--- config.mk ---
export PLATFORM = sky130hd
export DESIGN_NAME = i2c_master_start_and_brg
export DESIGN_NICKNAME = d
export VERILOG_FILES = /design/src/inc/i2c_start_pkg.sv /design/src/logic/i2c_master_start_and_brg.sv /design/src/logic/baud_generator.sv /design/src/logic/burst_counter.sv
export SDC_FILE = /design/constraint.sdc
export NUM_CORES = 1
export LEC_CHECK = 0
export BUFFER_PORTS_ARGS = -buffer_cell sky130_fd_sc_hd__buf_4
export CORE_AREA = 5 5 65 67
export DETAILED_ROUTE_END_ITERATION = 10
export DIE_AREA = 0 0 70 72
export PLACE_DENSITY = 0.74
export SYNTH_ARGS = -nofsm -noshare
export SYNTH_HDL_FRONTEND = slang
export SYNTH_HIERARCHICAL = 1
export SYNTH_SLANG_ARGS = --single-unit
--- constraint.sdc ---
create_clock -name clock -period 3 [get_ports clock]
set_clock_uncertainty 0.15 [all_clocks]
set_input_delay 0.45 -clock clock [delete_from_list [all_inputs] [get_ports clock]]
set_output_delay 0.45 -clock clock [all_outputs]
set_load 0.01 [all_outputs]
--- src/inc/i2c_start_pkg.sv ---
// Shared constants, state codes and pin carriers for the start sequencer and baud generator.
// Assumes a single 40 MHz clock and bus pin levels that are already synchronous to it.
// Operation
// - When a start begins, either bus line already low is a collision.
// - SCL low while SDA still high during the start is a collision.
// - On start collision, abort, set the collision flag, return port to idle.
// - Start begins with both lines released; both lines watched until SDA is driven low.
// - SDA high at start begin loads the baud generator, which counts down.
// - SDA low during first count resets generator and drives SDA low early.
// - SDA high through first count: drive SDA low when the count expires.
// - After SDA falls, reload and count to zero; SCL low then is harmless.
// - When the second count expires, drive SCL low, completing the start.
// - One baud generator serves I2C and SPI master clocking, from reload value.
// - A transmit buffer write starts the baud generator counting automatically.
// - When the operation ends, counting stops and the clock holds its level.
// - The generator reloads twice in each full serial clock period.
// - Serial clock frequency is oscillator over four times (reload plus one).
package i2c_start_pkg;

  localparam int RELOAD_W    = 8;
  localparam int TICK_DIV    = 2;
  localparam int BURST_EDGES = 16;
  localparam int GAP_W       = 12;

  typedef enum logic [2:0] {
    ST_IDLE     = 3'h0,
    ST_CHECK    = 3'h1,
    ST_SDA_WAIT = 3'h3,
    ST_SCL_WAIT = 3'h2,
    ST_BURST    = 3'h6
  } startState_t;

  typedef struct packed {
    logic sda;
    logic scl;
  } busLines_t;

  typedef struct packed {
    logic sdaOut;
    logic sdaOe;
    logic sclOut;
    logic sclOe;
  } busDrive_t;

  localparam busDrive_t DRIVE_IDLE = 4'h0;

endpackage

--- src/logic/i2c_master_start_and_brg.sv ---
// Start-condition sequencer with collision detection and a shared serial clock baud generator.
// Assumes open-drain bus wiring outside and pin levels synchronous to the clock.
`timescale 1ns/1ps
module i2c_master_start_and_brg #(
  parameter int RELOAD_W    = i2c_start_pkg::RELOAD_W,
  parameter int BURST_EDGES = i2c_start_pkg::BURST_EDGES
) (
  // Clock and reset
  input  wire logic                      clock,
  input  wire logic                      rst,
  // Software controls
  input  wire logic                      startReq,
  input  wire logic                      bufferWrite,
  input  wire logic                      spiMode,
  input  wire logic [RELOAD_W-1:0]       baudReloadReg,
  input  wire logic                      collisionClear,
  // Status
  output logic                           busCollisionFlag,
  output logic                           startDone,
  output logic                           busy,
  // Bus pins
  input  wire i2c_start_pkg::busLines_t  lines,
  output i2c_start_pkg::busDrive_t       drive
);
  import i2c_start_pkg::*;

  startState_t state_q;
  startState_t state_d;
  busDrive_t   drive_q;
  busDrive_t   drive_d;
  logic        flag_q;
  logic        flag_d;
  logic        done_q;
  logic        done_d;
  logic        busy_q;
  logic        busy_d;
  logic        sclLevel_q;
  logic        sclLevel_d;
  logic        brgLoad;
  logic        brgRun;
  logic        brgExpire;
  logic        burstStart;
  logic        burstStep;
  logic        burstLast;
  logic        collision;

  // A high level means released in I2C and a driven one in SPI.
  function automatic busDrive_t sclDrive(input logic level, input logic spi, input busDrive_t cur);
    busDrive_t r;
    r        = cur;
    r.sclOut = spi & level;
    r.sclOe  = spi | ~level;
    return r;
  endfunction

  // The same generator clocks both the start sequence and the data bursts.
  baud_generator #(
    .RELOAD_W (RELOAD_W)
  ) u_baud (
    .clock  (clock),
    .rst    (rst),
    .load   (brgLoad),
    .run    (brgRun),
    .reload (baudReloadReg),
    .expire (brgExpire)
  );

  // Counting the edges of one buffer write lets the burst end without software help.
  burst_counter #(
    .EDGES (BURST_EDGES)
  ) u_burst (
    .clock (clock),
    .rst   (rst),
    .start (burstStart),
    .step  (burstStep),
    .last  (burstLast)
  );

  always_comb begin
    state_d    = state_q;
    drive_d    = drive_q;
    sclLevel_d = sclLevel_q;
    done_d     = 1'b0;
    brgLoad    = 1'b0;
    brgRun     = 1'b0;
    burstStart = 1'b0;
    burstStep  = 1'b0;
    collision  = 1'b0;
    case (state_q)
      ST_IDLE: begin
        if (startReq && !spiMode) begin
          state_d = ST_CHECK;
          drive_d = DRIVE_IDLE;
        end else if (bufferWrite) begin
          state_d    = ST_BURST;
          brgLoad    = 1'b1;
          burstStart = 1'b1;
          sclLevel_d = 1'b0;
          drive_d    = sclDrive(1'b0, spiMode, drive_q);
        end
      end
      ST_CHECK: begin
        // Sampling here, before any drive, catches a line that someone else already holds low.
        if (!lines.sda || !lines.scl) begin
          collision = 1'b1;
        end else begin
          brgLoad = 1'b1;
          state_d = ST_SDA_WAIT;
        end
      end
      ST_SDA_WAIT: begin
        brgRun = 1'b1;
        if (!lines.scl && lines.sda) begin
          collision = 1'b1;
        end else if (!lines.sda) begin
          // Someone else pulled SDA first; restarting the count keeps our hold time honest.
          brgLoad       = 1'b1;
          brgRun        = 1'b0;
          drive_d.sdaOe = 1'b1;
          state_d       = ST_SCL_WAIT;
        end else if (brgExpire) begin
          // The generator has already reloaded itself for the second count.
          drive_d.sdaOe = 1'b1;
          state_d       = ST_SCL_WAIT;
        end
      end
      ST_SCL_WAIT: begin
        // SCL is deliberately not watched here, as competing starts arbitrate later.
        brgRun = 1'b1;
        if (brgExpire) begin
          drive_d.sclOe = 1'b1;
          sclLevel_d    = 1'b0;
          done_d        = 1'b1;
          state_d       = ST_IDLE;
        end
      end
      ST_BURST: begin
        // Collisions are not watched here, so a slave stretching the clock goes unnoticed.
        brgRun = 1'b1;
        if (brgExpire) begin
          burstStep  = 1'b1;
          sclLevel_d = ~sclLevel_q;
          drive_d    = sclDrive(~sclLevel_q, spiMode, drive_q);
          if (burstLast) begin
            state_d = ST_IDLE;
          end
        end
      end
      default: begin
        state_d = ST_IDLE;
        drive_d = DRIVE_IDLE;
      end
    endcase
    if (collision) begin
      state_d = ST_IDLE;
      drive_d = DRIVE_IDLE;
    end
    // A new collision wins over a clear arriving in the same cycle.
    flag_d = collision | (flag_q & ~collisionClear);
    busy_d = (state_d != ST_IDLE);
  end

  // Every output leaves this register bank, so the pins never see decode glitches.
  always_ff @(posedge clock or posedge rst) begin
    if (rst) begin
      state_q    <= ST_IDLE;
      drive_q    <= DRIVE_IDLE;
      flag_q     <= 1'b0;
      done_q     <= 1'b0;
      busy_q     <= 1'b0;
      sclLevel_q <= 1'b0;
    end else begin
      state_q    <= state_d;
      drive_q    <= drive_d;
      flag_q     <= flag_d;
      done_q     <= done_d;
      busy_q     <= busy_d;
      sclLevel_q <= sclLevel_d;
    end
  end

  assign busCollisionFlag = flag_q;
  assign startDone        = done_q;
  assign busy             = busy_q;
  assign drive            = drive_q;
endmodule

--- src/logic/baud_generator.sv ---
// Down-counting baud generator with automatic reload on expiry.
// Assumes the reload value is held steady while the generator runs.
`timescale 1ns/1ps
module baud_generator #(
  parameter int RELOAD_W = i2c_start_pkg::RELOAD_W
) (
  // Clock and reset
  input  wire logic                clock,
  input  wire logic                rst,
  // Control
  input  wire logic                load,
  input  wire logic                run,
  input  wire logic [RELOAD_W-1:0] reload,
  // Event
  output logic                     expire
);
  import i2c_start_pkg::*;

  localparam logic [1:0] PRE_LAST = 2'(TICK_DIV - 1);

  logic [RELOAD_W-1:0] count_q;
  logic [RELOAD_W-1:0] count_d;
  logic [1:0]          pre_q;
  logic [1:0]          pre_d;
  logic                expire_q;
  logic                expire_d;

  // One step every TICK_DIV clocks gives a half period of 2*(reload+1) clocks.
  always_comb begin
    count_d  = count_q;
    pre_d    = pre_q;
    expire_d = 1'b0;
    if (load) begin
      count_d = reload;
      pre_d   = 2'h0;
    end else if (run) begin
      if (pre_q == PRE_LAST) begin
        pre_d = 2'h0;
        if (count_q == '0) begin
          expire_d = 1'b1;
          count_d  = reload;
        end else begin
          count_d = count_q - 1'b1;
        end
      end else begin
        pre_d = pre_q + 2'h1;
      end
    end
  end

  always_ff @(posedge clock or posedge rst) begin
    if (rst) begin
      count_q  <= '0;
      pre_q    <= 2'h0;
      expire_q <= 1'b0;
    end else begin
      count_q  <= count_d;
      pre_q    <= pre_d;
      expire_q <= expire_d;
    end
  end

  assign expire = expire_q;

  logic [GAP_W-1:0] gap_q;
  logic             gapValid_q;

  always_ff @(posedge clock or posedge rst) begin
    if (rst) begin
      gap_q      <= '0;
      gapValid_q <= 1'b0;
    end else begin
      gap_q      <= expire_q ? '0 : gap_q + 1'b1;
      gapValid_q <= (load || !run) ? 1'b0 : (expire_q ? 1'b1 : gapValid_q);
    end
  end
endmodule

--- src/logic/burst_counter.sv ---
// Counts serial clock edges of one buffer-triggered operation.
// Assumes step pulses come only between start and the flagged last edge.
`timescale 1ns/1ps
module burst_counter #(
  parameter int EDGES = i2c_start_pkg::BURST_EDGES
) (
  // Clock and reset
  input  wire logic clock,
  input  wire logic rst,
  // Control
  input  wire logic start,
  input  wire logic step,
  // Status
  output logic      last
);
  localparam int CW = $clog2(EDGES + 1);

  logic [CW-1:0] count_q;
  logic [CW-1:0] count_d;
  logic          last_q;

  always_comb begin
    count_d = count_q;
    if (start) begin
      count_d = CW'(EDGES - 1);
    end else if (step && count_q != '0) begin
      count_d = count_q - 1'b1;
    end
  end

  always_ff @(posedge clock or posedge rst) begin
    if (rst) begin
      count_q <= '0;
      last_q  <= 1'b0;
    end else begin
      count_q <= count_d;
      last_q  <= (count_d == '0);
    end
  end

  assign last = last_q;

endmodule

# [Word level (Yosys, flattened, before mapping)]
# Index checks and enable logic that the tools add are counted.
[word_totals] reg_bits=28 out_inout_bits=7 word_cells=123
[classes] n_addsub=3 eq_ne=19 muxes=56 n_bitwise=6 n_reduce_logical=25
[op_table] op="$mux W8" count=4
[op_table] op="$mux W3" count=10
[op_table] op="$mux W1" count=24
[op_table] op="$pmux W3 S5" count=1
[op_table] op="$pmux W1 S3" count=4
[op_table] op="$mux W2" count=5
[op_table] op="$mux W5" count=2
[op_table] op="$ne A2 B1 Y1 const B" count=5
[op_table] op="$reduce_and A5 Y1" count=2
[op_table] op="$logic_not A8 Y1" count=1
[op_table] op="$mux W4" count=2
[op_table] op="$pmux W1 S4" count=2
[op_table] op="$sub A8 B1 Y8 const B" count=1
[op_table] op="$eq A3 B2 Y1 const B" count=2
[op_table] op="$ne A2 B2 Y1 const B" count=3
[op_table] op="$ne A3 B2 Y1 const B" count=2
[op_table] op="$ne A3 B3 Y1 const B" count=2
[op_table] op="$reduce_and A3 Y1" count=2
[op_table] op="$reduce_bool A3 Y1" count=2
[op_table] op="$reduce_or A2 Y1" count=3
[op_table] op="$logic_not A5 Y1" count=1
[op_table] op="$reduce_bool A5 Y1" count=1
[op_table] op="$sub A5 B1 Y5 const B" count=1
[op_table] op="$ne A4 B3 Y1 const B" count=1
[op_table] op="other kinds (17)" count=26

# [Longest topological paths before layout]
# Gate-level depths: netlist of the first run.
[logic_depth] depth_word=6 mapped_depth=10 ltp_nobuf=7

# [Cells and area by module]
# The synthesis of the first run kept the hierarchy.
[modules_own_cells] mod="baud_generator" n_inst=1 cells_each=79 area_each_um2=693.2
[modules_own_cells] mod="i2c_master_start_and_brg" n_inst=1 cells_each=74 area_each_um2=664.4
[modules_own_cells] mod="burst_counter" n_inst=1 cells_each=34 area_each_um2=336.6

# [Worst setup path after synthesis of the first run]
# OpenSTA, ideal clock, no wires.
[synth_path] path_type="input-to-reg" startpoint="input port startReq" endpoint="register u_baud.count_q[7]" setup_ns=0.086 arrival_ns=2.215 t_required_ns=2.764 path_slack_ns=0.549 stages=9 n_path_buf=2 path_cell_list="nor2b_1 nor4_2 a21o_1 clkbuf_1 clkbuf_1 nor2_1 a2bb2oi_1 o21ai_0 nor3_1"
[synth_between] elab_chain_cells=5 elab_cells_between_ends=7 classes_between="mux: 3; reduce/logical: 4"
[synth_rtl] item="from (decl)" line="i2c_master_start_and_brg.sv:12" rtl="input wire logic startReq,"
[synth_rtl] item="$logic_and A1 B1 Y1 (*)" line="i2c_master_start_and_brg.sv:91" rtl="if (startReq && !spiMode) begin"
[synth_rtl] item="$mux W1 (*)" line="i2c_master_start_and_brg.sv:91"
[synth_rtl] item="$pmux W1 S3 (*)" line="i2c_master_start_and_brg.sv:89" rtl="case (state_q)"
[synth_rtl] item="via brgLoad" line="i2c_master_start_and_brg.sv:39" rtl="logic brgLoad;"
[synth_rtl] item="$reduce_bool A2 Y1 (no line)"
[synth_rtl] item="$reduce_and A2 Y1 (no line)"
[synth_rtl] item="to (signal assigned)" line="baud_generator.sv:57" rtl="count_q <= count_d;"
[synth_rtl] item="to (decl)" line="baud_generator.sv:21" rtl="logic [RELOAD_W-1:0] count_q;"
# Mark *: on every way through the listed nets, which the timed path passes. The rest lies on a longest branch.
# A chain may end at the register's enable or synchronous reset.

# [Worst setup path after layout of the first run]
[layout_path] startpoint="register state_q[1]" endpoint="register u_baud.count_q[4]"
[layout_between] elab_chain_cells=5 elab_cells_between_ends=12 classes_between="eq/ne: 4; mux: 3; reduce/logical: 5"
[layout_rtl] item="from (decl)" line="i2c_master_start_and_brg.sv:27" rtl="startState_t state_q;"
[layout_rtl] item="from (signal assigned)" line="i2c_master_start_and_brg.sv:173" rtl="state_q <= state_d;"
[layout_rtl] item="$eq A3 B3 Y1 / $eq A3 B2 Y1 (equally long branches)" line="i2c_master_start_and_brg.sv:89"
[layout_rtl] item="$reduce_or A2 Y1 (no line)"
[layout_rtl] item="$pmux W1 S2 (*)" line="i2c_master_start_and_brg.sv:89"
[layout_rtl] item="via brgRun" line="i2c_master_start_and_brg.sv:40" rtl="logic brgRun;"
[layout_rtl] item="$reduce_bool A2 Y1 (no line) (*)"
[layout_rtl] item="$reduce_and A2 Y1 (no line) (*)"
# Marks and branches as above.

==> reports/qor.csv, run 1 <==
stage;metric;value;unit
grt;antenna_found_initial;0;
synthesis;yosysTopAreaCell;dfrtp_1;
sta;setup_viol;0;
synthesis;ys_types;53;
cells_and_area;finalNetCount;227;
critical_path;cp-startpoint;state_q[1];
route;dr.pass1.iters;4;
grt;grt_max_degree;16;
synthesis;synth_seq_area_share;0.399;
synthesis;ys.flop_type;dfrtp_1;
route;drtAntennaViolNets;0;
power;pwr-share-clk;0.117;
critical_path;critPathKind;flop to flop;
floorplan;die_w;70;microns
clocking;h-tree-depth;1;
critical_path;crit_end;u_baud/count_q[4];
route;vias_per_cell;5.62;
sta;fmax;420;MHz
route;wire_per_inst;13.7;microns
clocking;cts_sinks;27;
synthesis;avgSynthCellArea;9.06;sq um
critical_path;rrSetupSlack;0.62;ns
synthesis;synth_common_cells;dfrtp_1 (27), nor2_1 (21), nand2_1 (15), inv_1 (13), a21oi_1 (10);
route;drc;0;
placement;gp_congestion;0.792;
sta;rsz0062_at_grt;false;
synthesis;synth_fp_nets;206;
power;power_frac_seq;0.419;
cells_and_area;areaGrowthSynthToFinish;12.6;%
synthesis;async_reset_ff_frac;1.00;
sta;finalCriticalPeriod;2.38;ns
critical_path;endpoint_kind;flop;
cells_and_area;drive_gt1_frac;0.193;
synthesis;ys_top_cells_by_area;dfrtp_1 (40%), nor2_1 (4.7%), nand2_1 (3.3%);
cells_and_area;diodes;0;
critical_path;r2r_cells;4;
synthesis;yosysTopAreaCellShare;0.399;
power;power.leakage;0.842;nW
floorplan;num_rows;22;
hold_path;hold_depth;2;
sta;slew_headroom;0.667;
clocking;cts_resized;0;
critical_path;crit_path_start_kind;flop;
clocking;cts.path.max_buffers;2;
grt;grt_use_total;0.143;
power;p_sw_frac;0.407;
synthesis;yosys_warnings;6;
sta;min_period_over_period;0.794;
power;power.switching;0.566;mW
status;status;complete, no violations;
clocking;insertion_delay;0.33;ns
placement;io_buffer_count;21;
grt;grt_pass1_vias;1322;
flow_run;cap_violations;0;
clocking;cts_tree;done;
grt;grt_first_pass_wirelength;5950;microns
floorplan;die_h;72;microns
sta;worst_pin_slew;0.496;ns
floorplan;start_util;0.473;
power;p_int;0.824;mW
critical_path;cp_max_fo;13;
route;wirelength;3500;microns
hold_path;min_path_type;input port to flop;
grt;overflow;0;
synthesis;synth_cells;187;
synthesis;synth_edf_count;0;
power;power_density;729;mW/mm^2
sta;hold_viol_final;0;
route;drt-initial-drc-count;86;
clocking;clkTransAtPathRegs;0.15;ns
floorplan;core-area;0.00358;sq mm
sta;fin_tns_setup;0;ns
clocking;cts_root_buf;clkbuf_4;
synthesis;synth-seq-cells;27;
critical_path;required;3.08;ns
clocking;numCtsBuffers;3;
sta;worst_slack;0.617;ns
critical_path;rr_endpoint;u_baud/count_q[4];
floorplan;io_pins;23;
power;comb_power_share;0.464;
placement;dp_hpwl;2580;microns
critical_path;arrival;2.47;ns
synthesis;synth_area;0.00169;sq mm
sta;report.final.slew_viol_count;0;
synthesis;yosysMostFrequentCell;dfrtp_1;
critical_path;rr_startpoint;state_q[1];
route;dr_total_vias;1433;
floorplan;die-area;0.00504;sq mm
power;ir_worst_vdd;0.311;mV
placement;pre_cts_ws;0.449;ns
## worst max-delay path, stage by stage, from the launching register on
cell      delay [ns]
dfrtp_1         0.59
a21boi_0        0.48
and3b_1         0.52
nand3_1         0.17
a311o_1         0.37
## how the worst min path moves through the flow
| stage | startpoint | to | slack, ns |
|---|---|---|---|
| floorplan | rst | u_burst/count_q[0] | 0.09 |
| global placement | rst | u_burst/last | 0.26 |
| detailed placement | rst | u_burst/last | 0.26 |
| CTS | collisionClear | busCollisionFlag | 0.12 |
| global route | collisionClear | busCollisionFlag | 0.13 |
| finish | collisionClear | busCollisionFlag | 0.13 |
## layer usage
layer  global-route usage  vias to the layer above  routed length, microns
met5                    0                        -                       0
met4               0.0617                        0                      24
met3               0.0249                        2                     170
met2                0.225                       29                    1610
met1                0.195                      692                    1700
li1                     -                      710                       -
## stage by stage
| step | util | hold WS [ns] | std cells | power, mW | area (sq um) |
|---|---|---|---|---|---|
| final | 0.533 | 0.133 | 255 | 1.39 | 1910 |
| after global routing | 0.533 | 0.133 | 255 | 1.50 | 1910 |
| after CTS | 0.533 | 0.115 | 255 | 1.40 | 1910 |
| after detailed placement | 0.523 | 0.264 | 250 | 1.23 | 1870 |
| after global placement | 0.523 | 0.258 | 250 | 1.22 | 1870 |
| after floorplan | - | 0.0910 | 187 | 1.07 | 1690 |
## placed cells by master, fill, tap and decap left out, types with 4 or more instances in the layout
cell and n:
inv_1 13, nor2_1 21, nand2b_1 4, buf_4 24, nor2b_1 5, a21oi_1 10, o21ai_0 8, nand2_1 15
dfrtp_1 27, nor4b_1 4, nor3_1 4, nand3_1 4
## flip-flops by register name, summed over array words and instances (netlist names), 2 cells and up
register,count
u_baud/count_q,8
u_burst/count_q,5
state_q,3
u_baud/pre_q,2
drive,3
## cell type report
| cell class | count | area [sq um] |
|---|---|---|
| fill | 348 | 1670 |
| multi-input combinational | 138 | 907 |
| sequential | 27 | 676 |
| timing repair buffer | 25 | 190 |
| tap | 48 | 60.1 |
| inverter | 13 | 48.8 |
| clock buffer | 4 | 26.3 |
## cells by family (layout without fill, tap and decap cells)
family | count (synthesis) | after routing | synth area share
AND/OR/NAND/NOR | 81 | 81 | 0.281
AO/OA/AOI/OAI | 47 | 47 | 0.191
flip-flops | 27 | 27 | 0.399
buffers and inverters | 22 | 42 | 0.0657
multiplexers | 5 | 5 | 0.0340
adder cells (fa/ha/maj) | 3 | 3 | 0.0222
other | 1 | 1 | 0.00221
XOR/XNOR | 1 | 1 | 0.00517
## power groups by stage
stage               clock network (mW)  registers [mW]  logic [mW]
global route                     0.177           0.596       0.725
global placement                     0           0.585       0.636
floorplan                            0           0.559       0.507
finish                           0.163           0.583       0.645
detailed placement                   0           0.587       0.644
CTS                              0.171           0.579       0.647
## timing repair
item                                    4_1_cts  5_1_grt
endpoints found under the hold margin        27        0
setup buffers                                 0        0
hold buffers                                  1        0
endpoints found under the setup margin        0        0
Power figures use the tool's default switching activity.
==> run 2: changes to the inputs <==
--- a/config.mk
+++ b/config.mk
@@ -9,7 +9,7 @@
 export CORE_AREA = 5 5 65 67
 export DETAILED_ROUTE_END_ITERATION = 10
 export DIE_AREA = 0 0 70 72
-export PLACE_DENSITY = 0.74
+export PLACE_DENSITY = 0.77
 export SYNTH_ARGS = -nofsm -noshare
 export SYNTH_HDL_FRONTEND = slang
 export SYNTH_HIERARCHICAL = 1
==> constraint.sdc (replaced) <==
create_clock -name clock -period 2.1 [get_ports clock]
set_clock_uncertainty 0.15 [all_clocks]
set_input_delay 0.315 -clock clock [delete_from_list [all_inputs] [get_ports clock]]
set_output_delay 0.315 -clock clock [all_outputs]
set_load 0.01 [all_outputs]
==> reports/qor.csv, run 2 (synthesis gave the netlist of run 1 again) <==
stage;metric;value;unit;change
status;status;complete, no violations;;
critical_path;crit_path_start_kind;flop;;
route;dr_total_vias;1488;;+3.8%
critical_path;worstPathCellList;inv_1, ha_4, or4b_4, and2_2, mux2i_1, nor4_2;;
cells_and_area;largest_reg_flops;8;;unchanged
clocking;cts_sinks;27;;unchanged
floorplan;die_w;70;microns;unchanged
cells_and_area;areaGrowthSynthToFinish;22.8;%;
route;wirelength;3840;microns;+9.4%
power;power_density;1050;mW/mm^2;+43%
cells_and_area;finalNetCount;246;;+8.4%
cells_and_area;layout_commonest_cell;buf_4;;
sta;whs;0.0755;ns;-0.0570 ns
route;drc;0;;unchanged
clocking;insertion_delay;0.34;ns;about the same
cells_and_area;stdcell_count;274;;+7.5%
floorplan;num_rows;22;;unchanged
grt;grt_use_total;0.161;;+0.0183
clocking;h-tree-depth;1;;unchanged
grt;grt_first_pass_wirelength;6710;microns;+13%
sta;fmax;494;MHz;+18%
floorplan;die-area;0.00504;sq mm;unchanged
sta;setup_viol;0;;unchanged
critical_path;crit_slowest_cell;or4b_4;;
floorplan;io_pins;23;;unchanged
clocking;cts_root_buf;clkbuf_4;;
clocking;cts.path.max_buffers;2;;unchanged
cells_and_area;top_regs;u_baud/count_q: 8 flops, u_burst/count_q: 5 flops;;
critical_path;cp_max_fo;4;;-9
placement;dp.cells;264;;+5.6%
grt;busiest_layer;met2;;
clocking;numCtsBuffers;3;;unchanged
sta;report.final.slew_viol_count;0;;unchanged
route;drt-initial-drc-count;92;;+7.0%
clocking;clkTransAtPathRegs;0.17;ns;+0.02 ns
floorplan;core-area;0.00358;sq mm;unchanged
grt;met3_usage;0.0277;;+0.00277
power;ir_worst_vdd;0.614;mV;+97%
sta;hold_viol_final;0;;unchanged
route;drtAntennaViolNets;0;;unchanged
floorplan;start_util;0.473;;unchanged
placement;dp_hpwl;2810;microns;+8.9%
cells_and_area;regMostFlops;u_baud/count_q;;
flow_run;cap_violations;0;;unchanged
cells_and_area;layout_common_cells;buf_4 (42), dfrtp_1 (25), nor2_1 (21), nand2_1 (15), inv_1 (12);;
sta;min_period_over_period;0.965;;+0.170
floorplan;die_h;72;microns;unchanged
placement;gp_congestion;0.828;;+4.5%
route;dr.pass1.iters;4;;unchanged
route;vias_per_cell;5.43;;-3.4%
sta;finalCriticalPeriod;2.03;ns;-0.357 ns
critical_path;arrival;2.14;ns;-0.33 ns
critical_path;endpoint_kind;flop;;
power;power.leakage;0.930;nW;+10%
clocking;cts_tree;done;;
grt;overflow;0;;unchanged
route;wire_per_inst;14.0;microns;+1.9%
cells_and_area;diodes;0;;unchanged
critical_path;slowest_delay;0.47;ns;-0.12 ns
cells_and_area;drive_gt1_frac;0.279;;+0.0855
grt;grt_pass1_vias;1457;;+10%
hold_path;min_path_type;input port to flop;;
grt;grt_max_degree;17;;+1
critical_path;required;2.21;ns;-0.87 ns
grt;met2_usage;0.261;;+0.0367
grt;antenna_found_initial;0;;unchanged
placement;io_buffer_count;21;;unchanged
grt;use_met1;0.221;;+0.0264
critical_path;critPathKind;flop to flop;;
## run 2: changes by cell type in the layout (fill, tap and decap cells not counted), sizes merged
cell,delta
buf,+18
dlygate4sd3,+1
clkinvlp,+1
clkbuf,-1
## run 2: timing repair
| item | in CTS | in global routing |
|---|---|---|
| setup endpoints to repair | 0 | 2 |
| hold buffers | 2 | 0 |
| gates resized for setup | 0 | 5 |
| endpoints found under the hold margin | 28 | 0 |
| buffers inserted | 0 | 4 |
## run 2: path summary, 6_finish.rpt
check | start | end | slack [ns] | cells after the start
max | u_burst/count_q[0] | u_burst/last | 0.07 | 6
min | baudReloadReg[1] | u_baud/count_q[1] | 0.08 | 3
max reg2reg | u_burst/count_q[0] | u_burst/last | 0.07 | 6
min reg2reg | drive[2] | drive[2] | 0.38 | 1
max in group asynchronous | rst | u_baud/expire | 1.11 | 3
min in group asynchronous | rst | u_burst/count_q[0] | 0.29 | 3
## run 2: critical path: cells and delay by family (launching register included)
family / cells / cell delay [ns]
flops: 1 / 0.43
simple gates: 3 / 0.93
buf+inv: 1 / 0.12
fa+ha+maj: 1 / 0.16
mux: 1 / 0.16
## run 2: routing by layer
layer	part of all wire	wire length, microns	vias up
met2	0.46	1780	28
met4	0.0060	23	0
met5	0	0	-
li1	-	-	753
met3	0.039	149	2
met1	0.49	1880	705
## run 2: final cells by class
type                    count  area (sq um)
clock inverters             1          7.51
multi-input cells         138           928
clock buffers               3          22.5
well taps                  48          60.1
repair buffers             44           335
flip-flops and latches     27           678
inverters                  13          48.8
fillers                   317          1500
## run 2: stage by stage
step	TNS [ns]	power, mW	setup WS, ns	utilization	area (sq um)
2_1_floorplan	-0.0297	1.55	-0.0297	-	1710
3_3_place_gp	0	1.88	0.111	0.555	1990
3_5_place_dp	0	1.90	0.0553	0.555	1990
4_1_cts	0	2.15	0.0262	0.569	2040
5_1_grt	-0.0230	2.36	-0.0230	0.581	2080
6_report	0	2.17	0.0742	0.581	2080
## run 2: power breakdown
group | switching [mW] | internal (mW) | leakage [nW]
clock network | 0.170 | 0.0729 | 0.0139
logic | 0.532 | 0.579 | 0.590
registers | 0.159 | 0.662 | 0.326
==> run 3: changes to the inputs <==
--- a/config.mk
+++ b/config.mk
@@ -9,7 +9,8 @@
 export CORE_AREA = 5 5 65 67
 export DETAILED_ROUTE_END_ITERATION = 10
 export DIE_AREA = 0 0 70 72
-export PLACE_DENSITY = 0.77
+export PLACE_DENSITY = 0.74
+export SETUP_SLACK_MARGIN = 0.05
 export SYNTH_ARGS = -nofsm -noshare
 export SYNTH_HDL_FRONTEND = slang
 export SYNTH_HIERARCHICAL = 1
==> constraint.sdc (replaced) <==
create_clock -name clock -period 2.47 [get_ports clock]
set_clock_uncertainty 0.15 [all_clocks]
set_input_delay 0.3705 -clock clock [delete_from_list [all_inputs] [get_ports clock]]
set_output_delay 0.3705 -clock clock [all_outputs]
set_load 0.01 [all_outputs]
==> reports/qor.csv, run 3 (synthesis gave the netlist of run 1 again) <==
stage;metric;value;unit;change
route;dr.pass1.iters;4;;unchanged
floorplan;num_rows;22;;unchanged
placement;gp_congestion;0.812;;-1.9%
critical_path;required;2.55;ns;+0.34 ns
grt;grt_pass1_vias;1337;;-8.2%
cells_and_area;finalNetCount;230;;-6.5%
grt;antenna_found_initial;0;;unchanged
cells_and_area;areaGrowthSynthToFinish;14.0;%;
floorplan;die_h;72;microns;unchanged
critical_path;endpoint_kind;flop;;
floorplan;start_util;0.473;;unchanged
cells_and_area;layout_common_cells;dfrtp_1 (27), buf_4 (27), nor2_1 (21), nand2_1 (15), inv_1 (13);;
sta;finalCriticalPeriod;2.12;ns;+0.0893 ns
clocking;insertion_delay;0.33;ns;about the same
floorplan;io_pins;23;;unchanged
floorplan;core-area;0.00358;sq mm;unchanged
grt;grt_use_total;0.147;;-0.0142
cells_and_area;diodes;0;;unchanged
critical_path;critPathKind;flop to flop;;
grt;grt_max_degree;15;;-2
clocking;cts_tree;done;;
route;drtAntennaViolNets;0;;unchanged
route;wirelength;3530;microns;-8.0%
route;dr_total_vias;1431;;-3.8%
power;power.leakage;0.858;nW;-7.7%
power;power_density;883;mW/mm^2;-15%
sta;fin_tns_setup;0;ns;unchanged
sta;rsz0062_at_grt;false;;
route;vias_per_cell;5.55;;+2.1%
power;finalPower;1.71;mW;-22%
clocking;postCtsSetupBuffers;0;;unchanged
sta;fmax;473;MHz;-4.2%
sta;min_period_over_period;0.856;;-0.108
clocking;numCtsBuffers;3;;unchanged
clocking;clkTransAtPathRegs;0.15;ns;-0.02 ns
floorplan;die_w;70;microns;unchanged
placement;dp_hpwl;2670;microns;-5.1%
sta;hold_viol_final;0;;unchanged
sta;whs;0.0714;ns;-0.00414 ns
cells_and_area;regMostFlops;u_baud/count_q;;
route;wire_per_inst;13.7;microns;-2.3%
placement;io_buffer_count;21;;unchanged
sta;setup_viol;0;;unchanged
flow_run;cap_violations;0;;unchanged
grt;grt_first_pass_wirelength;6100;microns;-9.1%
clocking;cts_sinks;27;;unchanged
cells_and_area;fill_cells;343;;+8.2%
critical_path;cp_max_fo;9;;+5
critical_path;crit_path_start_kind;flop;;
clocking;cts_root_buf;clkbuf_4;;
floorplan;die-area;0.00504;sq mm;unchanged
route;drc;0;;unchanged
grt;overflow;0;;unchanged
power;ir_worst_vdd;0.437;mV;-29%
clocking;cts.path.max_buffers;2;;unchanged
hold_path;min_path_type;input port to flop;;
route;drt-initial-drc-count;78;;-15%
cells_and_area;top_regs;u_baud/count_q: 8 flops, u_burst/count_q: 5 flops;;
clocking;h-tree-depth;1;;unchanged
cells_and_area;drive_gt1_frac;0.205;;-0.0740
critical_path;arrival;2.19;ns;+0.05 ns
sta;report.final.slew_viol_count;0;;unchanged
cells_and_area;largest_reg_flops;8;;unchanged
status;status;complete, no violations;;
## run 3: cell types whose count changed in the layout (fill, tap and decap cells not counted), sizes merged
cell	previous run	this run
buf	42	27
clkbuf	3	4
dlygate4sd3	2	1
clkinvlp	1	0
## run 3: final timing paths
check                               start                 to  slack [ns]  cells past startpoint
setup reg to reg               state_q[2]  u_baud/count_q[3]        0.35                      6
hold reg to reg                  drive[2]           drive[2]        0.37                      1
hold / removal             collisionClear   busCollisionFlag        0.07                      2
min in group asynchronous             rst       u_burst/last        0.37                      3
max in group asynchronous             rst  u_baud/count_q[3]        1.41                      3
setup / recovery               state_q[2]  u_baud/count_q[3]        0.35                      6
## run 3: repair_timing
action / 4_1_cts / 5_1_grt
hold buffers: 1 / 0
gates resized for setup: 0 / 0
hold endpoints to repair: 27 / 0
endpoints found under the setup margin: 0 / 0
## run 3: routing by layer
metal | share of wire | track usage | up-vias
li1 | - | - | 716
met1 | 0.49 | 0.199 | 674
met2 | 0.44 | 0.228 | 39
met3 | 0.062 | 0.0374 | 2
met4 | 0.0060 | 0.0553 | 0
met5 | 0 | 0 | -
## run 3: worst max-delay path, stage by stage, from the launching register on
cell and delay [ns]:
dfrtp_1 0.48, or2b_1 0.24, a21boi_0 0.21, and3b_1 0.39, buf_4 0.20, o21ai_1 0.08
a211oi_1 0.27
## run 3: power breakdown
group	leakage (nW)	internal, mW	switching (mW)
clock network	0.0150	0.0632	0.131
logic	0.515	0.396	0.399
registers	0.329	0.560	0.156
## run 3: final cells by class
class                   instances  area (sq um)  area share
clock buffers                   4          26.3      0.0136
inverters                      13          48.8      0.0253
multi-input cells             138           907       0.470
flip-flops and latches         27           676       0.350
well taps                      48          60.1      0.0311
repair buffers                 28           213       0.110
## run 3: per-stage QoR
| step | instance area (sq um) | util | worst slack (ns) | std cells |
|---|---|---|---|---|
| after floorplan | 1690 | - | 0.0983 | 187 |
| after global placement | 1890 | 0.529 | 0.329 | 253 |
| after detailed placement | 1890 | 0.529 | 0.327 | 253 |
| after CTS | 1930 | 0.540 | 0.366 | 258 |
| after global routing | 1930 | 0.540 | 0.140 | 258 |
| final | 1930 | 0.540 | 0.355 | 258 |
